==> src/core/ucr_pkg.sv <==
/*
 status, event latch, debug, scratch and car-kit register definitions
 assumes: byte-wide register port with 6-bit addresses in the link clock domain
*/
package ucr_pkg;
   localparam logic [5:0] ADDR_EVT_STATUS = 6'h13;
   localparam logic [5:0] ADDR_EVT_LATCH = 6'h14;
   localparam logic [5:0] ADDR_LINE_DEBUG = 6'h15;
   localparam logic [5:0] ADDR_SCRATCH_WR = 6'h16;
   localparam logic [5:0] ADDR_SCRATCH_SET = 6'h17;
   localparam logic [5:0] ADDR_SCRATCH_CLR = 6'h18;
   localparam logic [5:0] ADDR_CK_CTRL_WR = 6'h19;
   localparam logic [5:0] ADDR_CK_CTRL_SET = 6'h1a;
   localparam logic [5:0] ADDR_CK_CTRL_CLR = 6'h1b;
   localparam logic [5:0] ADDR_CK_IEN_WR = 6'h1d;
   localparam logic [5:0] ADDR_CK_IEN_SET = 6'h1e;
   localparam logic [5:0] ADDR_CK_IEN_CLR = 6'h1f;
   localparam logic [7:0] SCRATCH_RESET = 8'h00;
   localparam logic [7:0] CK_CTRL_RESET = 8'h00;
   localparam logic [7:0] CK_IEN_RESET = 8'h00;
   localparam logic [4:0] EDGE_EN_RESET = 5'h1f;
   // writable bits; bit 0 of control and bits 3,4,6,7 of enable read zero
   localparam logic [7:0] CK_CTRL_WMASK = 8'hfe;
   localparam logic [7:0] CK_IEN_WMASK = 8'h27;
   localparam int EVT_HOST_DISC = 0;
   localparam int EVT_BUS_PWR = 1;
   localparam int EVT_SESSION_OK = 2;
   localparam int EVT_SESSION_OVER = 3;
   localparam int EVT_ID_GROUNDED = 4;
   localparam int CK_ID_PULL_LOW = 1;
   localparam int CK_UART_TX = 2;
   localparam int CK_UART_RX = 3;
   localparam int CK_DATA2_TRI = 7;
   localparam int IEN_ID_OPEN_RISE = 0;
   localparam int IEN_ID_OPEN_FALL = 1;
   localparam int IEN_DATA_DETECT = 2;
   localparam int IEN_RES_CONV = 5;
   typedef enum logic [1:0] {UCR_ST_ULPI = 2'b00, UCR_ST_CARKIT = 2'b01} ucr_mode_e;
endpackage

==> src/core/ucr_wsc.sv <==
/*
 byte register with write, set and clear strobes
 assumes: at most one strobe per cycle from the register decoder
*/
`timescale 1ns/10ps
module ucr_wsc #(
   parameter logic [7:0] RESET_VAL = 8'h00,
   parameter logic [7:0] WMASK = 8'hff
) (
   input wire logic ref_clk,      // clock
   input wire logic rst_b,        // async reset, low
   input wire logic wr,           // write strobe
   input wire logic set,          // set strobe
   input wire logic clr,          // clear strobe
   input wire logic [7:0] wdata,  // written byte
   output logic [7:0] q           // register value
);
   typedef struct packed {
      logic [7:0] val;
   } ucr_wsc_s;
   ucr_wsc_s st;
   ucr_wsc_s next_st;

   always_comb
   begin
      next_st = st;
      if (wr)
         next_st.val = wdata & WMASK;
      else if (set)
         next_st.val = (st.val | wdata) & WMASK;
      else if (clr)
         next_st.val = st.val & ~wdata;
   end

   always_ff @(posedge ref_clk or negedge rst_b)
   begin
      if (!rst_b)
         st <= '{val: RESET_VAL};
      else
         st <= next_st;
   end

   assign q = st.val;
endmodule

==> src/core/ucr_regs.sv <==
/*
 usb status/latch/debug/scratch and car-kit control registers
 assumes: reg_rd/reg_wr single-cycle strobes from the ulpi register engine,
 comparator inputs synchronous to ref_clk, edge enables from elsewhere
*/
// Function
// - status byte at 0x13 follows comparator outputs live, unlatched.
// - status bit 0 is host-disconnect, meaningful in host mode.
// - status bit 1 is bus-power-valid, reads 0 when both edge enables set.
// - status bit 2 always shows live session-valid comparator.
// - status bit 3 is session-end, reads 0 when both edge enables set.
// - status bit 4 is id-grounded; bits 7:5 read zero.
// - zero default only after reset; reads sample comparators at read time.
// - latch byte at 0x14, same order, set by enabled edges.
// - reading latch byte returns it then clears it; bits 7:5 zero.
// - rising or falling enable must be set for an event; default 1.
// - debug byte at 0x15 shows line state in bits 1:0.
// - scratch byte, reset 0, read/write 0x16, set 0x17, clear 0x18.
// - mode bit remaps ulpi pins; device clears it when leaving.
// - with receive routing off, data line 1 is held high.
// - control bit 2 routes tx to dm, bit 3 routes dp to data 1.
// - control bit 1 grounds id; bit 0 reads zero; 6:4 writable.
// - bit 7 set tri-states data line 2 in car-kit mode, else drive 0.
// - interrupt enables raise alt interrupt on id float and data detect.
// - bit 5 raises alt interrupt on conversion done, ORed with vendor bit.
// - enable bits 3,4,6,7 read zero.
`timescale 1ns/10ps
module ucr_regs (
   input wire logic ref_clk,                 // 50 mhz clock
   input wire logic rst_b,                   // async reset, low
   input wire logic reg_wr,                  // register write strobe
   input wire logic reg_rd,                  // register read strobe
   input wire logic [5:0] reg_addr,          // register address
   input wire logic [7:0] reg_wdata,         // write data
   output logic [7:0] reg_rdata,             // read data, valid cycle after reg_rd
   input wire logic host_disconnect,         // hs host-disconnect detector
   input wire logic bus_power_valid,         // bus-power-valid comparator
   input wire logic session_ok,              // session-valid comparator
   input wire logic session_over,            // session-end comparator
   input wire logic id_pin_grounded,         // id-grounded detector
   input wire logic [1:0] line_state,        // bus line state
   input wire logic [4:0] rise_enable,       // rising event enables
   input wire logic [4:0] fall_enable,       // falling event enables
   input wire logic car_accessory_mode,      // car-kit mode bit from interface control
   input wire logic id_open,                 // id pin floating detector
   input wire logic data_detect,             // data-detect comparator
   input wire logic resistor_conv_finished,  // resistor conversion done
   input wire logic vendor_conv_irq_enable,  // duplicate enable in vendor register
   input wire logic uart_tx_in,              // uart tx from link on data 0
   input wire logic dp_in,                   // dp receiver level
   output logic car_mode_exit,               // pulse: clear car-kit mode bit
   output logic id_pin_pull_low,             // ground the id pin
   output logic uart_tx_route_on,            // data 0 drives dm
   output logic uart_rx_route_on,            // dp drives data 1
   output logic dm_uart_out,                 // uart level onto dm
   output logic data1_out,                   // data 1 output level
   output logic data1_oe,                    // data 1 output enable
   output logic data2_out,                   // data 2 output level
   output logic data2_oe,                    // data 2 output enable
   output logic alt_int                      // alternate interrupt pulse to rx cmd
);
   ////////////////////////////////////////////////////////////////////////////////
   typedef struct packed {
      logic [7:0] rdata;
      logic [4:0] latch;
      logic [4:0] prev_src;
      logic prev_id_open;
      logic prev_data_det;
      logic prev_conv;
      logic alt;
      logic mode_exit;
      logic prev_mode;
      logic pull_low;
      logic tx_on;
      logic rx_on;
      logic dm_out;
      logic d1_out;
      logic d1_oe;
      logic d2_out;
      logic d2_oe;
   } ucr_regs_s;
   ucr_regs_s st;
   ucr_regs_s next_st;
   logic [7:0] scratch_byte;
   logic [7:0] carkit_uart_control;
   logic [7:0] carkit_event_enable;
   logic [4:0] src;
   logic [4:0] edge_evt;
   logic [7:0] usb_event_status;
   logic ck_mode;

   function automatic logic hit(input logic [5:0] a, input logic [5:0] b);
      hit = (a == b);
   endfunction

   ////////////////////////////////////////////////////////////////////////////////
   ucr_wsc #(.RESET_VAL(ucr_pkg::SCRATCH_RESET), .WMASK(8'hff)) u_scratch (
      .ref_clk(ref_clk),
      .rst_b(rst_b),
      .wr(reg_wr && hit(reg_addr, ucr_pkg::ADDR_SCRATCH_WR)),
      .set(reg_wr && hit(reg_addr, ucr_pkg::ADDR_SCRATCH_SET)),
      .clr(reg_wr && hit(reg_addr, ucr_pkg::ADDR_SCRATCH_CLR)),
      .wdata(reg_wdata),
      .q(scratch_byte)
   );

   // control bit 0 is masked out so it always reads zero
   ucr_wsc #(.RESET_VAL(ucr_pkg::CK_CTRL_RESET), .WMASK(ucr_pkg::CK_CTRL_WMASK)) u_ctrl (
      .ref_clk(ref_clk),
      .rst_b(rst_b),
      .wr(reg_wr && hit(reg_addr, ucr_pkg::ADDR_CK_CTRL_WR)),
      .set(reg_wr && hit(reg_addr, ucr_pkg::ADDR_CK_CTRL_SET)),
      .clr(reg_wr && hit(reg_addr, ucr_pkg::ADDR_CK_CTRL_CLR)),
      .wdata(reg_wdata),
      .q(carkit_uart_control)
   );

   ucr_wsc #(.RESET_VAL(ucr_pkg::CK_IEN_RESET), .WMASK(ucr_pkg::CK_IEN_WMASK)) u_ien (
      .ref_clk(ref_clk),
      .rst_b(rst_b),
      .wr(reg_wr && hit(reg_addr, ucr_pkg::ADDR_CK_IEN_WR)),
      .set(reg_wr && hit(reg_addr, ucr_pkg::ADDR_CK_IEN_SET)),
      .clr(reg_wr && hit(reg_addr, ucr_pkg::ADDR_CK_IEN_CLR)),
      .wdata(reg_wdata),
      .q(carkit_event_enable)
   );

   ////////////////////////////////////////////////////////////////////////////////
   assign src = {id_pin_grounded, session_over, session_ok, bus_power_valid, host_disconnect};
   // an event only counts when the enable for its direction is set
   assign edge_evt = (src & ~st.prev_src & rise_enable) | (~src & st.prev_src & fall_enable);
   assign ck_mode = car_accessory_mode;

   always_comb
   begin
      usb_event_status = 8'h00;
      usb_event_status[ucr_pkg::EVT_HOST_DISC] = host_disconnect;
      usb_event_status[ucr_pkg::EVT_BUS_PWR] = bus_power_valid
         && !(rise_enable[ucr_pkg::EVT_BUS_PWR] && fall_enable[ucr_pkg::EVT_BUS_PWR]);
      usb_event_status[ucr_pkg::EVT_SESSION_OK] = session_ok;
      usb_event_status[ucr_pkg::EVT_SESSION_OVER] = session_over
         && !(rise_enable[ucr_pkg::EVT_SESSION_OVER]
         && fall_enable[ucr_pkg::EVT_SESSION_OVER]);
      usb_event_status[ucr_pkg::EVT_ID_GROUNDED] = id_pin_grounded;
   end

   ////////////////////////////////////////////////////////////////////////////////
   always_comb
   begin
      next_st = st;
      next_st.prev_src = src;
      next_st.prev_id_open = id_open;
      next_st.prev_data_det = data_detect;
      next_st.prev_conv = resistor_conv_finished;
      next_st.prev_mode = ck_mode;

      // read data is sampled in the read cycle, so it shows that moment's comparators
      if (reg_rd)
      begin
         case (reg_addr)
            ucr_pkg::ADDR_EVT_STATUS: next_st.rdata = usb_event_status;
            ucr_pkg::ADDR_EVT_LATCH: next_st.rdata = {3'h0, st.latch};
            ucr_pkg::ADDR_LINE_DEBUG: next_st.rdata = {6'h00, line_state};
            ucr_pkg::ADDR_SCRATCH_WR,
            ucr_pkg::ADDR_SCRATCH_SET,
            ucr_pkg::ADDR_SCRATCH_CLR: next_st.rdata = scratch_byte;
            ucr_pkg::ADDR_CK_CTRL_WR,
            ucr_pkg::ADDR_CK_CTRL_SET,
            ucr_pkg::ADDR_CK_CTRL_CLR: next_st.rdata = carkit_uart_control;
            ucr_pkg::ADDR_CK_IEN_WR,
            ucr_pkg::ADDR_CK_IEN_SET,
            ucr_pkg::ADDR_CK_IEN_CLR: next_st.rdata = carkit_event_enable;
            default: next_st.rdata = 8'h00;
         endcase
      end

      // set wins over the read-clear so a coincident event is not lost
      if (reg_rd && hit(reg_addr, ucr_pkg::ADDR_EVT_LATCH))
         next_st.latch = edge_evt;
      else
         next_st.latch = st.latch | edge_evt;

      next_st.alt =
         (carkit_event_enable[ucr_pkg::IEN_ID_OPEN_RISE] && id_open && !st.prev_id_open)
         || (carkit_event_enable[ucr_pkg::IEN_ID_OPEN_FALL] && !id_open && st.prev_id_open)
         || (carkit_event_enable[ucr_pkg::IEN_DATA_DETECT]
             && (data_detect != st.prev_data_det))
         || ((carkit_event_enable[ucr_pkg::IEN_RES_CONV] || vendor_conv_irq_enable)
             && resistor_conv_finished && !st.prev_conv);

      // leaving car-kit mode is seen as the link dropping stp-driven mode; the bit
      // owner clears on this pulse
      next_st.mode_exit = st.prev_mode && !ck_mode;

      next_st.pull_low = carkit_uart_control[ucr_pkg::CK_ID_PULL_LOW];
      next_st.tx_on = ck_mode && carkit_uart_control[ucr_pkg::CK_UART_TX];
      next_st.rx_on = ck_mode && carkit_uart_control[ucr_pkg::CK_UART_RX];
      next_st.dm_out = uart_tx_in;
      // data 1 is driven in car-kit mode: dp level when routed, else held high
      next_st.d1_oe = ck_mode;
      next_st.d1_out = carkit_uart_control[ucr_pkg::CK_UART_RX] ? dp_in : 1'b1;
      next_st.d2_out = 1'b0;
      next_st.d2_oe = ck_mode && !carkit_uart_control[ucr_pkg::CK_DATA2_TRI];
   end

   always_ff @(posedge ref_clk or negedge rst_b)
   begin
      if (!rst_b)
         st <= '0;
      else
         st <= next_st;
   end

   ////////////////////////////////////////////////////////////////////////////////
   assign reg_rdata = st.rdata;
   assign car_mode_exit = st.mode_exit;
   assign id_pin_pull_low = st.pull_low;
   assign uart_tx_route_on = st.tx_on;
   assign uart_rx_route_on = st.rx_on;
   assign dm_uart_out = st.dm_out;
   assign data1_out = st.d1_out;
   assign data1_oe = st.d1_oe;
   assign data2_out = st.d2_out;
   assign data2_oe = st.d2_oe;
   assign alt_int = st.alt;
endmodule

==> config.mk <==
export PLATFORM = sky130hd
export DESIGN_NAME = ucr_regs
export DESIGN_NICKNAME = d
export VERILOG_FILES = /design/src/core/ucr_pkg.sv /design/src/core/ucr_wsc.sv /design/src/core/ucr_regs.sv
export SDC_FILE = /design/constraint.sdc
export NUM_CORES = 1
export LEC_CHECK = 0
export ABC_AREA = 1
export BUFFER_PORTS_ARGS = -buffer_cell sky130_fd_sc_hd__buf_4
export CORE_UTILIZATION = 34
export CTS_CLUSTER_DIAMETER = 200
export DETAILED_ROUTE_END_ITERATION = 10
export PLACE_DENSITY = 0.58
export REMOVE_ABC_BUFFERS = 1
export SLEW_MARGIN = 20
export SYNTH_ARGS = -nofsm -noshare
export SYNTH_HDL_FRONTEND = slang
export SYNTH_SLANG_ARGS = --single-unit
==> constraint.sdc <==
create_clock -name ref_clk -period 0.94 [get_ports ref_clk]
set_clock_uncertainty 0.1 [all_clocks]
set_input_delay 0.094 -clock ref_clk [delete_from_list [all_inputs] [get_ports ref_clk]]
set_output_delay 0.094 -clock ref_clk [all_outputs]
set_load 0.01 [all_outputs]
Word-level counts from Yosys, hierarchy flattened
Cells that the tools add are included.
Word-level totals
  output and inout port bits: 18
  logic and storage cells: 100
  input port bits: 42
  flip-flop bits (word level): 54
Cells by class
  bitwise operators: 15
  mux-type cells: 12
  reduce and logical (&&, ||, !) cells: 42
  equality and inequality tests: 13
Operators by type and width (count)
  $eq A6 B5 Y1 const B: 12
  $mux W8: 9
  $pmux W8 S6: 1
  $logic_and A1 B1 Y1: 25
  $and A8 B8 Y8: 3
  $and A5 B5 Y5: 4
  $or A8 B8 Y8: 2
  $not A5 Y5: 2
  $or A5 B5 Y5: 2
  $reduce_bool A3 Y1: 3
  $reduce_or A3 Y1: 3
  $not A8 Y8: 1
  $logic_not A1 Y1: 7
  $or A6 B6 Y6: 1
  $mux W5: 1
  $logic_or A1 B1 Y1: 4
  $mux W1: 1
  $ne A1 B1 Y1: 1

Depth between registers and ports, before layout
  word-level depth: 6
  mapped depth: 10
  mapped depth without buffers: 10

Hierarchy
Synthesis repeated with hierarchy kept, for this count alone.
Unflattened totals
  cells, all modules: 370
  area, all modules: 2821.5 µm²
Modules (own cells, without submodules)
  ucr_regs: seq. area each 750.7 µm², instances 1, area an instance 1682.9 µm², cells an instance 229
  ucr_wsc (u_scratch): seq. area each 200.2 µm², instances 1, area an instance 400.4 µm², cells an instance 52
  ucr_wsc (u_ctrl): seq. area each 200.2 µm², instances 1, area an instance 387.9 µm², cells an instance 49
  ucr_wsc (u_ien): seq. area each 200.2 µm², instances 1, area an instance 350.3 µm², cells an instance 40

Worst setup path before layout
OpenSTA, ideal clock, no wires.
  path kind: input -> register
  start: in reg_addr[4]
  end: reg with a tool-made name
  slack: -0.163 ns
  arrival time: 0.877 ns
  data required time: 0.714 ns
  setup time: 0.126 ns
  buffers on the path: 0
  cell stages on the path: 7
  cells stage by stage: inv_1 -> nor2_2 -> o211ai_2 -> inv_2 -> nand2_1 -> a21oi_1 -> o21ai_0
RTL lines
  start: declaration: RTL line ucr_regs.sv:33  | input wire logic [5:0] reg_addr,

Final worst setup path
  start: reg u_ien.st (netlist bit u_ien.q[3])
  end: reg st (netlist bit reg_rdata[3])
On the way
  longest elaborated chain between the ends: 1
Ends and longest elaborated chain
  start: declaration: RTL line ucr_wsc.sv:21  | ucr_wsc_s st;
  start signal: assignment: RTL line ucr_wsc.sv:38  | st <= '{val: RESET_VAL};
  start signal: assignment: RTL line ucr_wsc.sv:40  | st <= next_st;
  $pmux W8 S6: RTL line ucr_regs.sv:160  | case (reg_addr)
  end signal: assignment: RTL line ucr_regs.sv:211  | st <= next_st;
  end: declaration: RTL line ucr_regs.sv:82  | ucr_regs_s st;
No other way between the ends.
A chain may end at the register's enable or synchronous reset.

==> results_dict.tcl <==
set metrics [dict create \
    outcome "finished with violations" \
    violations "hold timing, setup timing" \
    slowest_stage "dfrtp_1" \
    routabilityCongestion 0.8575 \
    rows 31 \
    grt_util_all_layers_pct 19.37 \
    cp_num_buf_inv 0 \
    cts_num_sinks 54 \
    synthXorXnorAreaFrac_pct 0 \
    worstSetupStartpointType "register" \
    yosysTopAreaCellShare_pct 50.49 \
    root_buffer "clkbuf_8" \
    place_ws_ns -0.4641 \
    setup_viol 24 \
    antenna_cells 0 \
    antenna_found_initial 0 \
    hold_violations 2 \
    final_core_util_pct 58.11 \
    core_um2 7447 \
    layout_min_cycle_time_ns 1.077 \
    worst_path_dominant_cell_family "simple AND/OR/NAND/NOR gates" \
    final_cell_area_um2 4328 \
    ctsHtreeMaxLevel 2 \
    worst_slack_ns -0.1372 \
    final_cell_mix "88 x nand2_1, 87 x buf_4, 54 x dfrtp_1" \
    pwr-share-clk_pct 23.8 \
    fp.dieH_um 90.72 \
    whs_path_depth 4 \
    io_pins 60 \
    ys_ff_latch 54 \
    synth_top_family_by_area "simple AND/OR/NAND/NOR gates" \
    die-area_um2 8230 \
    hp-class "in2reg" \
    period_share_pct 114.6 \
    hold-worst-slack_ns -0.007944 \
    vias 2709 \
    crit_fanout 2 \
    end_kind "register" \
    drtAntennaViolNets 0 \
    slowest_delay_ns 0.42 \
    synth_compound_area_share_pct 10.85 \
    yosys.area_share.simple_pct 29.41 \
    syn_to_final_growth_pct 61.71 \
    rsz0062_at_grt "true" \
    internal_power_uw 3857 \
    ys_seq_area_share_pct 50.49 \
    layout.nets 525 \
    worstPathCellList "nand3_2 -> nand2_1 -> nor2_2 -> nand3_2 -> nand2_1 -> nand2_1" \
    syn_inst 341 \
    hpwl_um 5486 \
    ff2ff_path_depth 6 \
    swShare_pct 29.24 \
    worstPathArrival_ns 1.19 \
    grt_pass1_wl_um 12440 \
    clk_pin_slew_ns 0.09 \
    seqPwrFrac_pct 51.4 \
    wl_per_cell_um 13.48 \
    dpl_cell_area_um2 3488 \
    synthTopCellsByArea "dfrtp_1 50%, nand2_1 14%, nand3_1 6.5%, inv_1 4.8%, nor2_1 3.6%" \
    cts_tree "yes" \
    power_frac_comb_pct 24.7 \
    drt_pass1_iterations 4 \
    clk_latency_ns 0.32 \
    required_ns 1.05 \
    grt_max_degree 55 \
    drv_cap 0 \
    die_w_um 90.72 \
    drive_gt1_share_pct 39.13 \
    ir_drop_mv 0.9325 \
    synth.distinct_cells 28 \
    path_depth 6 \
    grt_pass1_vias 2606 \
    crit_top_cell "nand2_1" \
    portBuffers 58 \
    layout_commonest_cell "nand2_1" \
    cts_buffer_depth 2 \
    crit_type "reg2reg" \
    drcViolationCount 0 \
    switchingPower_uw 1594 \
    via_per_inst 4.655 \
    p_leak_uw 0.002166 \
    overflow 0 \
    synth.cell_area_um2 2676 \
    first_iter_violations 124 \
    ys_warn_count 0 \
    p_per_area_nw_per_um2 1259 \
    drv_slew 0 \
    avgSynthCellArea_um2 7.848 \
    finalWirelength_um 7848 \
    numCtsBuffers 5 \
    yosysTopAreaCell "dfrtp_1" \
    start_util_pct 35.94 \
    synthMuxAreaShare_pct 0 \
    synthAdderAreaFrac_pct 0 \
    fmax_mhz 928.3 \
]
-- area by class of cell --
class,count,area [µm²]
flip-flops and latches,54,1351
well taps,99,123.9
inverters,41,161.4
clock buffers,5,68.82
clock inverters,2,15.01
repair buffers,147,1320
fillers,688,3119
multi-input cells,234,1287
-- routing by layer --
layer | wire [µm] | GRT usage, % | vias up
met5 | 0 | 0 | -
met4 | 108 | 6.452 | 0
met1 | 3593 | 26.48 | 1284
met2 | 3867 | 30.74 | 49
met3 | 279 | 3.620 | 11
li1 | - | - | 1365
-- tightest hold or removal path: stages --
cell	delay (ns)
buf_4	0.08
inv_1	0.07
nand2_1	0.07
a21boi_0	0.07
-- cell usage after synthesis (all sizes together) --
library cell  number
or2                1
a21oi             10
conb               1
inv               40
nor3               1
o21ai             32
clkinv             1
nor2              33
clkbuf             3
o22ai              1
dfrtp             54
nand2            107
o211ai             4
a21boi             3
buf               10
nand3             36
nand4              1
a22oi              1
o311ai             1
nor4               1
-- stage by stage --
step | power (µW) | cells | TNS [ns]
2_1_floorplan | 3197 | 328 | -3.728
3_3_place_gp | 3850 | 529 | -12.74
3_5_place_dp | 3863 | 529 | -13.18
4_1_cts | 5374 | 573 | -2.208
5_1_grt | 5756 | 582 | -3.223
6_report | 5451 | 582 | -1.893
-- what timing repair did --
item,CTS,global route
buffers inserted,6,9
hold buffers,31,1
cloned,0,1
pin swaps,17,23
gates resized for setup,27,71
setup endpoints to repair,43,50
endpoints found under the hold margin,91,3
-- power groups by stage --
| stage | registers [µW] | logic [µW] | clock network, µW |
|---|---|---|---|
| after global routing | 2830 | 1480 | 1440 |
| final | 2800 | 1350 | 1300 |
| after floorplan | 2800 | 398 | 0 |
| after detailed placement | 2820 | 1040 | 0 |
| after CTS | 2790 | 1250 | 1330 |
| after global placement | 2820 | 1030 | 0 |
-- worst paths after layout --
| path | from | end | slack [ns] |
|---|---|---|---|
| hold / removal | reg_wdata[3] | u_ien.q[3] | -0.008 |
| setup reg to reg | u_ien.q[3] | reg_rdata[3] | -0.14 |
| max in group asynchronous | rst_b | st[17] | 0.30 |
| setup / recovery | u_ien.q[3] | reg_rdata[3] | -0.14 |
| min in group asynchronous | rst_b | st[18] | 0.17 |
| hold reg to reg | register | id_pin_pull_low | 0.29 |
-- cell families (layout without fill, tap and decap cells) --
group                  count (synthesis)  after routing
and+or+nand+nor                      180            181
DFF                                   54             54
buffers and inverters                 54            195
AOI/OAI and AO/OA                     52             52
other                                  1              1
(Power assumes the default switching activity.)
